[config.mk]
export PLATFORM = sky130hd
export DESIGN_NAME = umd_display
export DESIGN_NICKNAME = d
export VERILOG_FILES = /design/src/shared/umd_pkg.sv /design/src/umd_display.sv
export SDC_FILE = /design/constraint.sdc
export NUM_CORES = 1
export LEC_CHECK = 0
export ABC_AREA = 0
export BUFFER_PORTS_ARGS = -buffer_cell sky130_fd_sc_hd__buf_2
export CAP_MARGIN = 20
export CORE_ASPECT_RATIO = 0.8
export CORE_MARGIN = 5
export CORE_UTILIZATION = 46
export DETAILED_ROUTE_END_ITERATION = 10
export PLACE_DENSITY = 0.73
export SLEW_MARGIN = 20
export SYNTH_ARGS = -nofsm -noshare
export SYNTH_HDL_FRONTEND = slang
export SYNTH_SLANG_ARGS = --single-unit
[constraint.sdc]
create_clock -name sys_clk -period 1.5 [get_ports sys_clk]
set_input_delay 0.075 -clock sys_clk [delete_from_list [all_inputs] [get_ports sys_clk]]
set_output_delay 0.075 -clock sys_clk [all_outputs]
set_load 0.05 [all_outputs]
[src/shared/umd_pkg.sv]
package umd_pkg;
  // word offsets from the system word base
  localparam logic [5:0] BUF_FIRST = 6'd9;
  localparam logic [5:0] BUF_LAST = 6'd40;
  localparam int LINES = 4;
  localparam int COLS = 16;
  localparam int WORDS_PER_LINE = 8;
  localparam int BUF_WORDS = 32;
  // flag offsets from the system flag base
  localparam int FLAG_REQ = 4;
  localparam int FLAG_STAT = 6;
  // allowed single-byte code ranges
  localparam logic [7:0] ASC_LO = 8'h20;
  localparam logic [7:0] ASC_HI = 8'h7D;
  localparam logic [7:0] KANA_LO = 8'hA1;
  localparam logic [7:0] KANA_HI = 8'hDF;
  localparam logic [7:0] SPACE = 8'h20;
  // double-byte lead byte ranges
  localparam logic [7:0] LEAD1_LO = 8'h81;
  localparam logic [7:0] LEAD1_HI = 8'h9F;
  localparam logic [7:0] LEAD2_LO = 8'hE0;
  localparam logic [7:0] LEAD2_HI = 8'hEF;
  // screen codes, gray along main -> message -> menu
  typedef enum logic [1:0] {
    UMD_MAIN = 2'b00,
    UMD_MSG = 2'b01,
    UMD_MENU = 2'b11,
    UMD_MON = 2'b10
  } umd_screen_t;
endpackage

[src/umd_display.sv]
`timescale 1ns/100ps
`default_nettype none
// Operation
// show codes 20-7D and A1-DF directly
// accept double-byte characters over two columns
// buffer words 9..40, eight per line
// low byte left, high byte right
// request flag enters message from main only
// request off returns to main screen
// status flag on for message or monitor
// double-byte across line end shows spaces
// program avoids double-byte across line ends
// program copies 32-word message into buffer
// other screens block message despite request
// OK button goes from message to menu
// buffer re-read on every refresh; a refresh that comes during a pass is ignored
module umd_display (
  input wire logic sys_clk, // 20 MHz
  input wire logic sys_rst, // sync, active high
  input wire logic req_flag, // display request flag, system flag 4
  input wire logic ok_btn, // OK button pulse from key logic
  input wire logic menu_exit, // menu logic returns to main screen
  input wire logic mon_enter, // device monitor screen selected
  input wire logic refresh, // start one display refresh pulse
  output logic [5:0] buf_addr, // word offset being fetched
  input wire logic [15:0] buf_data, // word at buf_addr, same cycle
  output logic [1:0] char_row, // row of char_out
  output logic [3:0] char_col, // column of char_out
  output logic [7:0] char_out, // code for that position
  output logic char_we, // char_out valid pulse
  output logic status_flag, // system flag 6
  output logic msg_active // message screen shown
);
  umd_pkg::umd_screen_t scr_q, scr_d;
  logic [4:0] idx_q, idx_d;
  logic busy_q, busy_d;
  logic hi_q, hi_d;
  logic [7:0] hib_q, hib_d;
  logic lead_q, lead_d;
  logic [1:0] row_q, row_d;
  logic [3:0] col_q, col_d;
  logic [7:0] chr_q, chr_d;
  logic we_q, we_d;

  // double-byte lead codes; the byte after one is always taken as its trail
  function automatic logic is_lead(input logic [7:0] b);
    is_lead = (b >= umd_pkg::LEAD1_LO && b <= umd_pkg::LEAD1_HI) ||
              (b >= umd_pkg::LEAD2_LO && b <= umd_pkg::LEAD2_HI);
  endfunction

  // single-byte codes that have a glyph; any other byte that is neither a lead nor its trail shows as a space
  function automatic logic is_single(input logic [7:0] b);
    is_single = (b >= umd_pkg::ASC_LO && b <= umd_pkg::ASC_HI) ||
                (b >= umd_pkg::KANA_LO && b <= umd_pkg::KANA_HI);
  endfunction

  // a lead byte in the high half of a line's last word would straddle two rows
  function automatic logic splits_line(input logic [7:0] b, input logic [4:0] idx);
    splits_line = is_lead(b) && idx[2:0] == 3'h7;
  endfunction

  // screen selection; the message screen is reachable from main only, so a
  // request that stands while a menu or the monitor is up waits for main again
  always_comb begin
    scr_d = scr_q;
    unique case (scr_q)
      umd_pkg::UMD_MAIN: begin
        if (mon_enter) scr_d = umd_pkg::UMD_MON;
        else if (req_flag) scr_d = umd_pkg::UMD_MSG;
      end
      umd_pkg::UMD_MSG: begin
        if (!req_flag) scr_d = umd_pkg::UMD_MAIN;
        else if (ok_btn) scr_d = umd_pkg::UMD_MENU;
      end
      umd_pkg::UMD_MENU: begin
        // request stays ignored here until main returns
        if (menu_exit) scr_d = umd_pkg::UMD_MAIN;
      end
      umd_pkg::UMD_MON: begin
        if (menu_exit) scr_d = umd_pkg::UMD_MAIN;
      end
    endcase
  end

  // screen register
  always_ff @(posedge sys_clk) begin
    if (sys_rst) scr_q <= umd_pkg::UMD_MAIN;
    else scr_q <= scr_d;
  end

  // refresh walker: each word gives two characters over two cycles
  always_comb begin
    idx_d = idx_q;
    busy_d = busy_q;
    hi_d = hi_q;
    hib_d = hib_q;
    lead_d = lead_q;
    row_d = row_q;
    col_d = col_q;
    chr_d = chr_q;
    we_d = 1'b0;
    if (!busy_q) begin
      // refresh outside the message screen is refused
      // fresh pass per refresh taken while idle so program writes show at once
      if (refresh && scr_q == umd_pkg::UMD_MSG) begin
        busy_d = 1'b1;
        idx_d = 5'd0;
        hi_d = 1'b0;
        lead_d = 1'b0;
      end
    end else begin
      we_d = 1'b1;
      row_d = idx_q[4:3];
      col_d = {idx_q[2:0], hi_q};
      if (!hi_q) begin
        // low byte in left column
        hib_d = buf_data[15:8];
        if (lead_q) begin
          chr_d = buf_data[7:0]; // trail byte of double-byte
          lead_d = 1'b0;
        end else if (is_lead(buf_data[7:0])) begin
          chr_d = buf_data[7:0];
          lead_d = 1'b1;
        end else if (is_single(buf_data[7:0])) begin
          chr_d = buf_data[7:0];
        end else begin
          chr_d = umd_pkg::SPACE;
        end
        hi_d = 1'b1;
      end else begin
        if (lead_q) begin
          chr_d = hib_q;
          lead_d = 1'b0;
        end else if (is_lead(hib_q)) begin
          if (splits_line(hib_q, idx_q)) begin
            // lead in last column: blank it and its trail
            chr_d = umd_pkg::SPACE;
            lead_d = 1'b0;
          end else begin
            chr_d = hib_q;
            lead_d = 1'b1;
          end
        end else if (is_single(hib_q)) begin
          chr_d = hib_q;
        end else begin
          chr_d = umd_pkg::SPACE;
        end
        hi_d = 1'b0;
        idx_d = 5'(idx_q + 5'd1);
        if (idx_q == 5'(umd_pkg::BUF_WORDS - 1)) busy_d = 1'b0;
      end
    end
  end

  // trail of a blanked lead: next line's first byte becomes space
  // the trail is fetched a cycle later with the next word, so the blanking
  // decision is carried across that word boundary in a flag
  logic blank_q, blank_d;
  always_comb begin
    blank_d = blank_q;
    if (busy_q && hi_q) blank_d = splits_line(hib_q, idx_q) && !lead_q;
    else if (busy_q && !hi_q) blank_d = 1'b0;
    else if (!busy_q) blank_d = 1'b0;
  end

  always_ff @(posedge sys_clk) begin
    if (sys_rst) begin
      idx_q <= 5'd0;
      busy_q <= 1'b0;
      hi_q <= 1'b0;
      hib_q <= 8'h00;
      lead_q <= 1'b0;
      row_q <= 2'd0;
      col_q <= 4'd0;
      chr_q <= 8'h00;
      we_q <= 1'b0;
      blank_q <= 1'b0;
    end else begin
      idx_q <= idx_d;
      // leaving the message screen cuts a pass at the same edge, but the character
      // registered in its last cycle still goes out after the new screen is up
      busy_q <= busy_d && scr_d == umd_pkg::UMD_MSG;
      hi_q <= hi_d;
      hib_q <= hib_d;
      // a blanked pair must not leave its trail treated as a lead
      lead_q <= blank_d ? 1'b1 : lead_d;
      row_q <= row_d;
      col_q <= col_d;
      chr_q <= (blank_q && !hi_q) ? umd_pkg::SPACE : chr_d;
      we_q <= we_d;
      blank_q <= blank_d;
    end
  end

  // screen flags come straight from the state register, so they never glitch
  // with the inputs; status covers both screens that software may watch
  logic show_msg, show_stat;
  always_comb begin
    show_msg = 1'b0;
    show_stat = 1'b0;
    unique case (scr_q)
      umd_pkg::UMD_MSG: begin
        show_msg = 1'b1;
        show_stat = 1'b1;
      end
      umd_pkg::UMD_MON: show_stat = 1'b1;
      umd_pkg::UMD_MAIN, umd_pkg::UMD_MENU: show_stat = 1'b0;
    endcase
  end

  // position and code go out straight from registers
  assign buf_addr = 6'(umd_pkg::BUF_FIRST + {1'b0, idx_q});
  assign char_row = row_q;
  assign char_col = col_q;
  assign char_out = chr_q;
  assign char_we = we_q;
  assign msg_active = show_msg;
  assign status_flag = show_stat;
endmodule
`default_nettype wire

==> results, run 1 <==
- Counting instances in the post-synthesis netlist gives the leading cell types as sky130_fd_sc_hd__dfxtp_1 (34), sky130_fd_sc_hd__nand2_1 (28), sky130_fd_sc_hd__nor2_1 (21).
- The final cell count without fillers is 292.
- The die covers roughly 4900 sq um.
- The most prevalent standard cell on the critical path is sky130_fd_sc_hd__ha_4.
- Dividing total power by cell area gives a power density of roughly 800 nW/um^2.
- The violation count after the first detailed-routing iteration is ~120.
- Derived from the worst setup path, the maximum achievable clock frequency is approximately 0.64 GHz.
- For this run, the total global-route usage over all layers was measured as 0.159.
- The largest individual stage delay along the critical path comes from the cell sky130_fd_sc_hd__a311oi_4.
- The cell row count is 19.
- The leakage power summed over all cells is approximately 0.9 nW.
- The number of flops mapped to enable cells by yosys is 0.
- The average routed wire per standard cell is ~13 um.
- The element type at the critical path start is a flip-flop.
- Setup violations remaining at the end of the flow were counted as 7.
- In the synthesized netlist the dominant register cell turns out to be sky130_fd_sc_hd__dfxtp_1.
- For this block, wires on met1 add up to roughly 2 mm.
- Using the TritonRoute via totals, the vias-per-cell ratio works out to 5.36.
- The number of clock sinks is 34.
- The via count is 1,564.
- Counting flops and latches in the post-synthesis netlist gives 34.
- The total detailed-routing wirelength is roughly 3.9 mm.
- The clock-pin slew reported for the worst setup and hold paths after clock tree synthesis is 0.07 ns.
- Traced cell by cell, the critical path runs through ha_4, ha_4, and2b_1, o21ai_2, a311oi_4, a221o_1.
- The number of antenna-violating nets in the routed design is 0.
- For the finished layout, the period the worst path requires is 1.56 ns.
- The register area share after synthesis is 0.412.
- In the synthesized netlist the async set-or-reset flop fraction comes to 0.
- The HPWL after detailed placement is 2.95 mm.
- In the post-route analysis, the smallest setup slack over all paths is -0.0556 ns.
- The number of inserted diodes is 0.
- VDD sags by at most between 0.0005 and 0.0006 V.
- In this run the deepest clock path goes through 2 buffers.
- The checks that failed: negative setup slack.
- The initial cell density of the core is 0.479.
- The clock insertion delay at the later pin of the skew report is 0.28 ns.
- For this run, design rule violations remaining after detail routing come to 0.
- Global routing finished with a remaining overflow of 0.
- The design area is around 2100 sq um.
- The initial antenna violation count is 0.
- The region available for standard cell placement spans approximately 3400 sq um.
- The cell sitting at the root of the clock tree is a sky130_fd_sc_hd__clkbuf_8.
- At the end of routability-driven placement, the weighted congestion stood at slightly above 0.8.
- The largest net degree at the start of global routing is 28.
- The most repeated cell in the gate-level netlist after synthesis is sky130_fd_sc_hd__dfxtp_1.
- The stage delay of the slowest cell on the critical path is around 0.36 ns.
- Counting the buffers created by CTS gives 5.
- The final setup TNS is -0.339 ns.
- In this run the mean area of a mapped cell was 8.64 sq um.
- The number of hold-slack violations in the final timing report is 0.
- The gate count after technology mapping is roughly 190.
- The number of detailed-routing iterations run before antenna repair is 5.
- At the pin with the least slew margin, the transition time is 0.393 ns.
- The via count of the first global-routing pass is around 1,400.
- STA classifies the critical path endpoint as a flip-flop.
- The worst pin sits at a relative slew slack of 0.738.
- The final clock period utilization by the worst path is 1.04.
- The maximum clock skew at final layout is between 0.005 and 0.006 ns.
- The die extent in y is about 64 um.
- The layout-stage area growth over the synthesis result is 29.0%.
- The total of buffers placed on input and output ports is 45.
- The final number of max-transition violations is 0.
- In the final design database the tool counted between 200 and 300 nets.
- sky130_fd_sc_hd__dfxtp_1 takes more of the synthesized area than any other cell.
- The share of synthesized area in the top cell type comes to 0.412.
- By area the synthesized netlist is led by sky130_fd_sc_hd__dfxtp_1 (41%), sky130_fd_sc_hd__nand2_1 (6.4%), sky130_fd_sc_hd__a21oi_1 (5.8%).
- The net count of the mapped netlist is about 220.
- After detailed routing, the met2 layer carries about 1.7 mm of wire.
- The clock tree from TritonCTS is done.
- The required time of the worst setup path is 1.73 ns.
- In this run the worst path has a maximum fanout of 7.
- The worst hold path class is primary input to flip-flop.
- The number of maximum-capacitance violations is 0.
- During synthesis, Yosys emitted a total of 0 warnings.
- The placed instances occupy a cell area of around 2000 sq um.
- Of the cells placed in the final design, the portion with a size suffix greater than 1 is 0.356.
- The number of hold buffers added after CTS was 0.
- The overall die width is ~77 um.
- The met3 wire length is between 200 and 250 um.
- The run finished, with violations left.
- The kind of critical path is flip-flop to flip-flop.
- The first-pass GRT wire length is 6.39 mm.
- After detailed placement, the design holds a cell count of approximately 280.
- The count of different cell masters after synthesis is 44.
- The detailed router used layers up to and including met4.
- Setup repair after global routing could not meet its margin everywhere.
- The data arrival time of the critical path is ~1.8 ns.
- Summing every instance area after synthesis gives roughly 1700 sq um.
- 46 I/O pins were placed.
- For this run, the share of the core covered by cells in the final layout is 0.618.
- The clock tree synthesis step divided the H-tree into 2 levels.
## cells by family (layout without fill, tap and decap cells)
group                    after synthesis  after routing  synth area share
multiplexers                           7              7            0.0425
AND/OR/NAND/NOR                       76             76             0.220
AO/OA/AOI/OAI                         50             50             0.221
adder cells (fa/ha/maj)                7              7            0.0531
XOR/XNOR                               2              2            0.0106
flip-flops                            34             34             0.412
buffers and inverters                 15             74            0.0409
## layout by cell type, fill, tap and decap left out, types with 2 or more instances in the layout
cell / netlist / final
sky130_fd_sc_hd__a21oi_1: 19 / 18
sky130_fd_sc_hd__a221o_1: 6 / 6
sky130_fd_sc_hd__a22oi_1: 3 / 3
sky130_fd_sc_hd__a31oi_1: 5 / 5
sky130_fd_sc_hd__and2_1: 3 / 3
sky130_fd_sc_hd__and2_2: 5 / 5
sky130_fd_sc_hd__buf_2: 0 / 42
sky130_fd_sc_hd__buf_4: 1 / 17
sky130_fd_sc_hd__clkbuf_1: 6 / 2
sky130_fd_sc_hd__clkbuf_8: 0 / 5
sky130_fd_sc_hd__dfxtp_1: 34 / 29
sky130_fd_sc_hd__dfxtp_2: 0 / 5
sky130_fd_sc_hd__ha_1: 7 / 3
sky130_fd_sc_hd__ha_2: 0 / 2
sky130_fd_sc_hd__ha_4: 0 / 2
sky130_fd_sc_hd__inv_1: 5 / 5
sky130_fd_sc_hd__inv_2: 2 / 2
sky130_fd_sc_hd__mux2i_1: 7 / 7
sky130_fd_sc_hd__nand2_1: 28 / 28
sky130_fd_sc_hd__nand2b_1: 3 / 3
sky130_fd_sc_hd__nand3_1: 2 / 2
sky130_fd_sc_hd__nand4_1: 2 / 2
sky130_fd_sc_hd__nor2_1: 21 / 21
sky130_fd_sc_hd__nor2b_1: 2 / 2
sky130_fd_sc_hd__nor3_1: 3 / 3
sky130_fd_sc_hd__nor3_2: 2 / 2
sky130_fd_sc_hd__o21ai_1: 2 / 2
sky130_fd_sc_hd__xnor2_1: 2 / 2
## layer usage
layer / vias to the layer above / GRT usage
li1: 793 / -
met1: 722 / 0.217
met2: 45 / 0.235
met3: 4 / 0.0513
met4: 0 / 0.0524
met5: - / 0
## state kept, by name, summed over array words and instances, names as in the netlist
signal	flops
blank_q	1
char_col	4
busy_q	1
char_we	1
idx_q	5
scr_q	2
hi_q	1
hib_q	8
char_row	2
lead_q	1
char_out	8
## critical path: cells and delay by family, from the launching register on
kind                     cells  cell delay (ns)
flip-flops                   1             0.33
adder cells (fa/ha/maj)      2             0.31
AND/OR/NAND/NOR              1             0.20
AO/OA/AOI/OAI                3             0.65
## path summary, 6_finish.rpt
check | from | to | slack [ns] | cells after the start
max reg2reg | idx_q[1] | char_out[1] | -0.06 | 6
min | buf_data[12] | hib_q[4] | 0.02 | 3
max | idx_q[1] | char_out[1] | -0.06 | 6
min reg2reg | char_row[0] | char_row[0] | 0.49 | 2
## report_power, final
part           total [mW]  switching [mW]  internal (mW)
Combinational       0.189           0.117         0.0716
Sequential          0.918         0.00715          0.911
Clock               0.623           0.304          0.319
Total                1.73           0.428           1.30
## final cells by class
type	instances	area [sq um]
fill	302	1320
multi-input combinational	142	942
sequential	34	687
timing repair buffer	60	345
clock buffer	7	76.3
tap	42	52.6
inverter	7	26.3
## stage by stage
stage,setup WS (ns),power [mW],hold slack (ns)
final,-0.0556,1.73,0.0161
after global placement,-0.0191,1.12,0.318
after CTS,-0.0324,1.73,0.0205
after floorplan,0.0305,1.06,0.209
after global routing,-0.141,1.80,0.0238
after detailed placement,-0.0535,1.12,0.321
## timing repair
action / CTS / global route
pin swaps: 1 / 2
hold endpoints to repair: 0 / 0
resized for setup: 3 / 9
setup buffers: 0 / 1
endpoints found under the setup margin: 8 / 12
(Power assumes the default switching activity.)
==> run 2, diff against run 1 <==
CORE_UTILIZATION = 55   (was 46)
PLACE_DENSITY = 0.81   (was 0.73)
clock period = 1.9 ns   (was 1.5 ns; I/O delays follow)
==> results, run 2 (synthesis results as in run 1) <==
- The routed design uses roughly 320 um of met3 wire.
- The largest voltage drop on the vdd net is ~0.0006 V.
- The kind of cell with the highest combined delay along the critical path is compound AO/OA/AOI/OAI gates.
- In this run the count of I/O pins placed on the die edge is 46.
- Setup violations remaining at the end of the flow were counted as 0.
- The number of inserted diodes is 0.
- The reported net switching power is 0.326 mW.
- The most prevalent standard cell on the critical path is sky130_fd_sc_hd__ha_1.
- Data arrives at the worst endpoint at 1.98 ns.
- The via count of the first global-routing pass is ~1,300.
- For this block, wires on met1 add up to about 1.8 mm.
- The count of nets left with antenna violations once routing finished came out at 0.
- From synthesis to final layout, the design area changed by 20.4%.
- The flow ran to the end, and the final reports show no timing, DRC or antenna violations.
- After the first detailed-routing iteration, the DRC count stood at ~150.
- In this run, post-CTS repair resized a total of 0 instances.
- The library cell used most frequently in the layout, excluding fill and tap cells, is sky130_fd_sc_hd__buf_2.
- The analysis attributes to cell leakage a power of 0.868 nW.
- The part of the power in the clock network is 0.371.
- STA puts the critical path data required time at approximately 2.1 ns.
- In the final layout, the share of cells above drive strength 1 is 0.283.
- The H-tree was split into 2 levels.
- The share of total power dissipated in combinational logic is 0.101.
- Dividing the detail-routed wire length by the instance count gives around 14 um.
- Using the TritonRoute via totals, the vias-per-cell ratio works out to approximately 5.6.
- The final number of max-transition violations is 0.
- Clock skew on the completed layout was measured at around 0.0053 ns.
- The critical path is of the flip-flop to flip-flop type.
- Setup repair after global routing left no endpoint under its margin.
- The critical path contains buffers and inverters numbering 0 combined.
- With fillers left out, the area of the finished cells amounts to just under 2000 sq um.
- The count of buffers added on input and output ports is 45.
- In the routed design, unresolved DRC markers number 0.
- The first TritonRoute pass finished after 4 iterations.
- The post-layout net count is 268.
- Clock tree synthesis found a total of 34 sinks.
- The met2 wirelength from detailed routing is around 1.6 mm.
- The worst setup path is captured at a flip-flop.
- The number of clock buffers added by TritonCTS is 5.
- The die extent in y is approximately 59 um.
- The aggregate global-route resource usage is 0.186.
- The clock tree from TritonCTS is done.
- The internal power is about 1.0 mW.
- The placed instance area is approximately 1900 sq um.
- In this run the top signal layer used is met4.
- Final hold analysis gives a worst-case slack of 0.0555 ns.
- Global routing finished with a remaining overflow of 0.
- The number of maximum-capacitance violations is 0.
- After layout, the worst setup slack is roughly 0.14 ns.
- The tightest min-delay check is of the primary input to flip-flop type.
- The number of hold-slack violations in the final timing report is 0.
- The number of setup buffers added after CTS is 0.
- Adding up every negative setup slack in the final design gives 0 ns.
- At the placement stage, the worst setup path has a slack of 0.157 ns.
- Along the worst path, the maximum fanout reaches 7.
- The die is between 70 and 80 um wide.
- The critical path goes through ha_1, ha_1, and2b_1, o21ai_2, a311oi_4, a221o_1.
- The largest single stage delay on the critical path is approximately 0.43 ns.
- The maximum clock frequency is 0.570 GHz.
- The worst path in the final design needs a cycle of 1.76 ns, including I/O delays and setup.
- The completed layout was analyzed and its total power is about 1.4 mW.
- The die covers approximately 4200 sq um.
- Hold repair after CTS inserted 0 buffers.
- The total detailed-routing wirelength is approximately 3.8 mm.
- For the pin with the worst max-slew slack, the measured transition is slightly above 0.5 ns.
- The switching fraction of total power is 0.237.
- The cell row count is 17.
- Dividing the final minimum period by the clock period gives 0.924.
- The clock-pin slew reported for the worst setup and hold paths after clock tree synthesis is approximately 0.06 ns.
- The share of total power dissipated in sequential elements is 0.527.
- The slowest stage of the critical path is the sky130_fd_sc_hd__a311oi_4 cell.
- The initial antenna violation count was 0.
- The largest net degree at the start of global routing is 20.
- STA classifies the critical path startpoint as a flip-flop.
- The relative max-transition margin is 0.655.
- The global placer's final weighted congestion is roughly 0.86.
- In this run the deepest clock path goes through 2 buffers.
- The library cells used most frequently in the layout, excluding fill and tap cells, are sky130_fd_sc_hd__buf_2 (45), sky130_fd_sc_hd__dfxtp_1 (34), sky130_fd_sc_hd__nand2_1 (28).
- The area of the placeable core is between 2000 and 3000 sq um.
- The detailed-placement wirelength estimate is slightly below 3 mm.
- The later pin in the worst-skew pair is clocked with a latency of ~0.28 ns.
- The cell at the root of the clock tree is sky130_fd_sc_hd__clkbuf_8.
- The first-pass GRT wire length is slightly above 6 mm.
- The initial cell density of the core is 0.583.
- The power per unit of standard cell area is 692 nW/um^2.
- The via count is approximately 1,500.
-- run 2: worst paths after layout --
kind	start	to	slack [ns]	depth (start not counted)
worst max-delay path	idx_q[0]	char_out[7]	0.14	6
worst min-delay path	buf_data[13]	hib_q[5]	0.06	3
worst max register to register	idx_q[0]	char_out[7]	0.14	6
worst min register to register	char_row[0]	char_row[0]	0.49	2
-- run 2: routing by layer --
layer / GRT usage / vias to the layer above
li1: - / 775
met1: 0.268 / 691
met2: 0.268 / 56
met3: 0.0542 / 9
met4: 0.0536 / 0
met5: 0 / -
-- run 2: power by group through the flow --
stage / clock (mW) / combinational, mW / sequential [mW]
6_report: 0.511 / 0.139 / 0.725
5_1_grt: 0.553 / 0.156 / 0.725
3_3_place_gp: 0 / 0.138 / 0.741
2_1_floorplan: 0 / 0.0928 / 0.741
3_5_place_dp: 0 / 0.139 / 0.741
4_1_cts: 0.515 / 0.139 / 0.725
-- run 2: through the flow --
step	instances	utilization
2_1_floorplan	191	-
3_3_place_gp	269	0.673
3_5_place_dp	269	0.673
4_1_cts	275	0.702
5_1_grt	275	0.702
6_report	275	0.702
-- run 2: cell type report --
type	count	area [sq um]
clock buffers	6	82.6
well taps	38	47.5
fillers	240	842
repair buffers	48	248
multi-input cells	142	902
flip-flops and latches	34	681
inverters	7	26.3
-- run 2: tightest hold or removal path: cells and delay by family --
family | cells | cell delay [ns]
AND/OR/NAND/NOR | 1 | 0.04
AO/OA/AOI/OAI | 1 | 0.05
buffers and inverters | 1 | 0.09
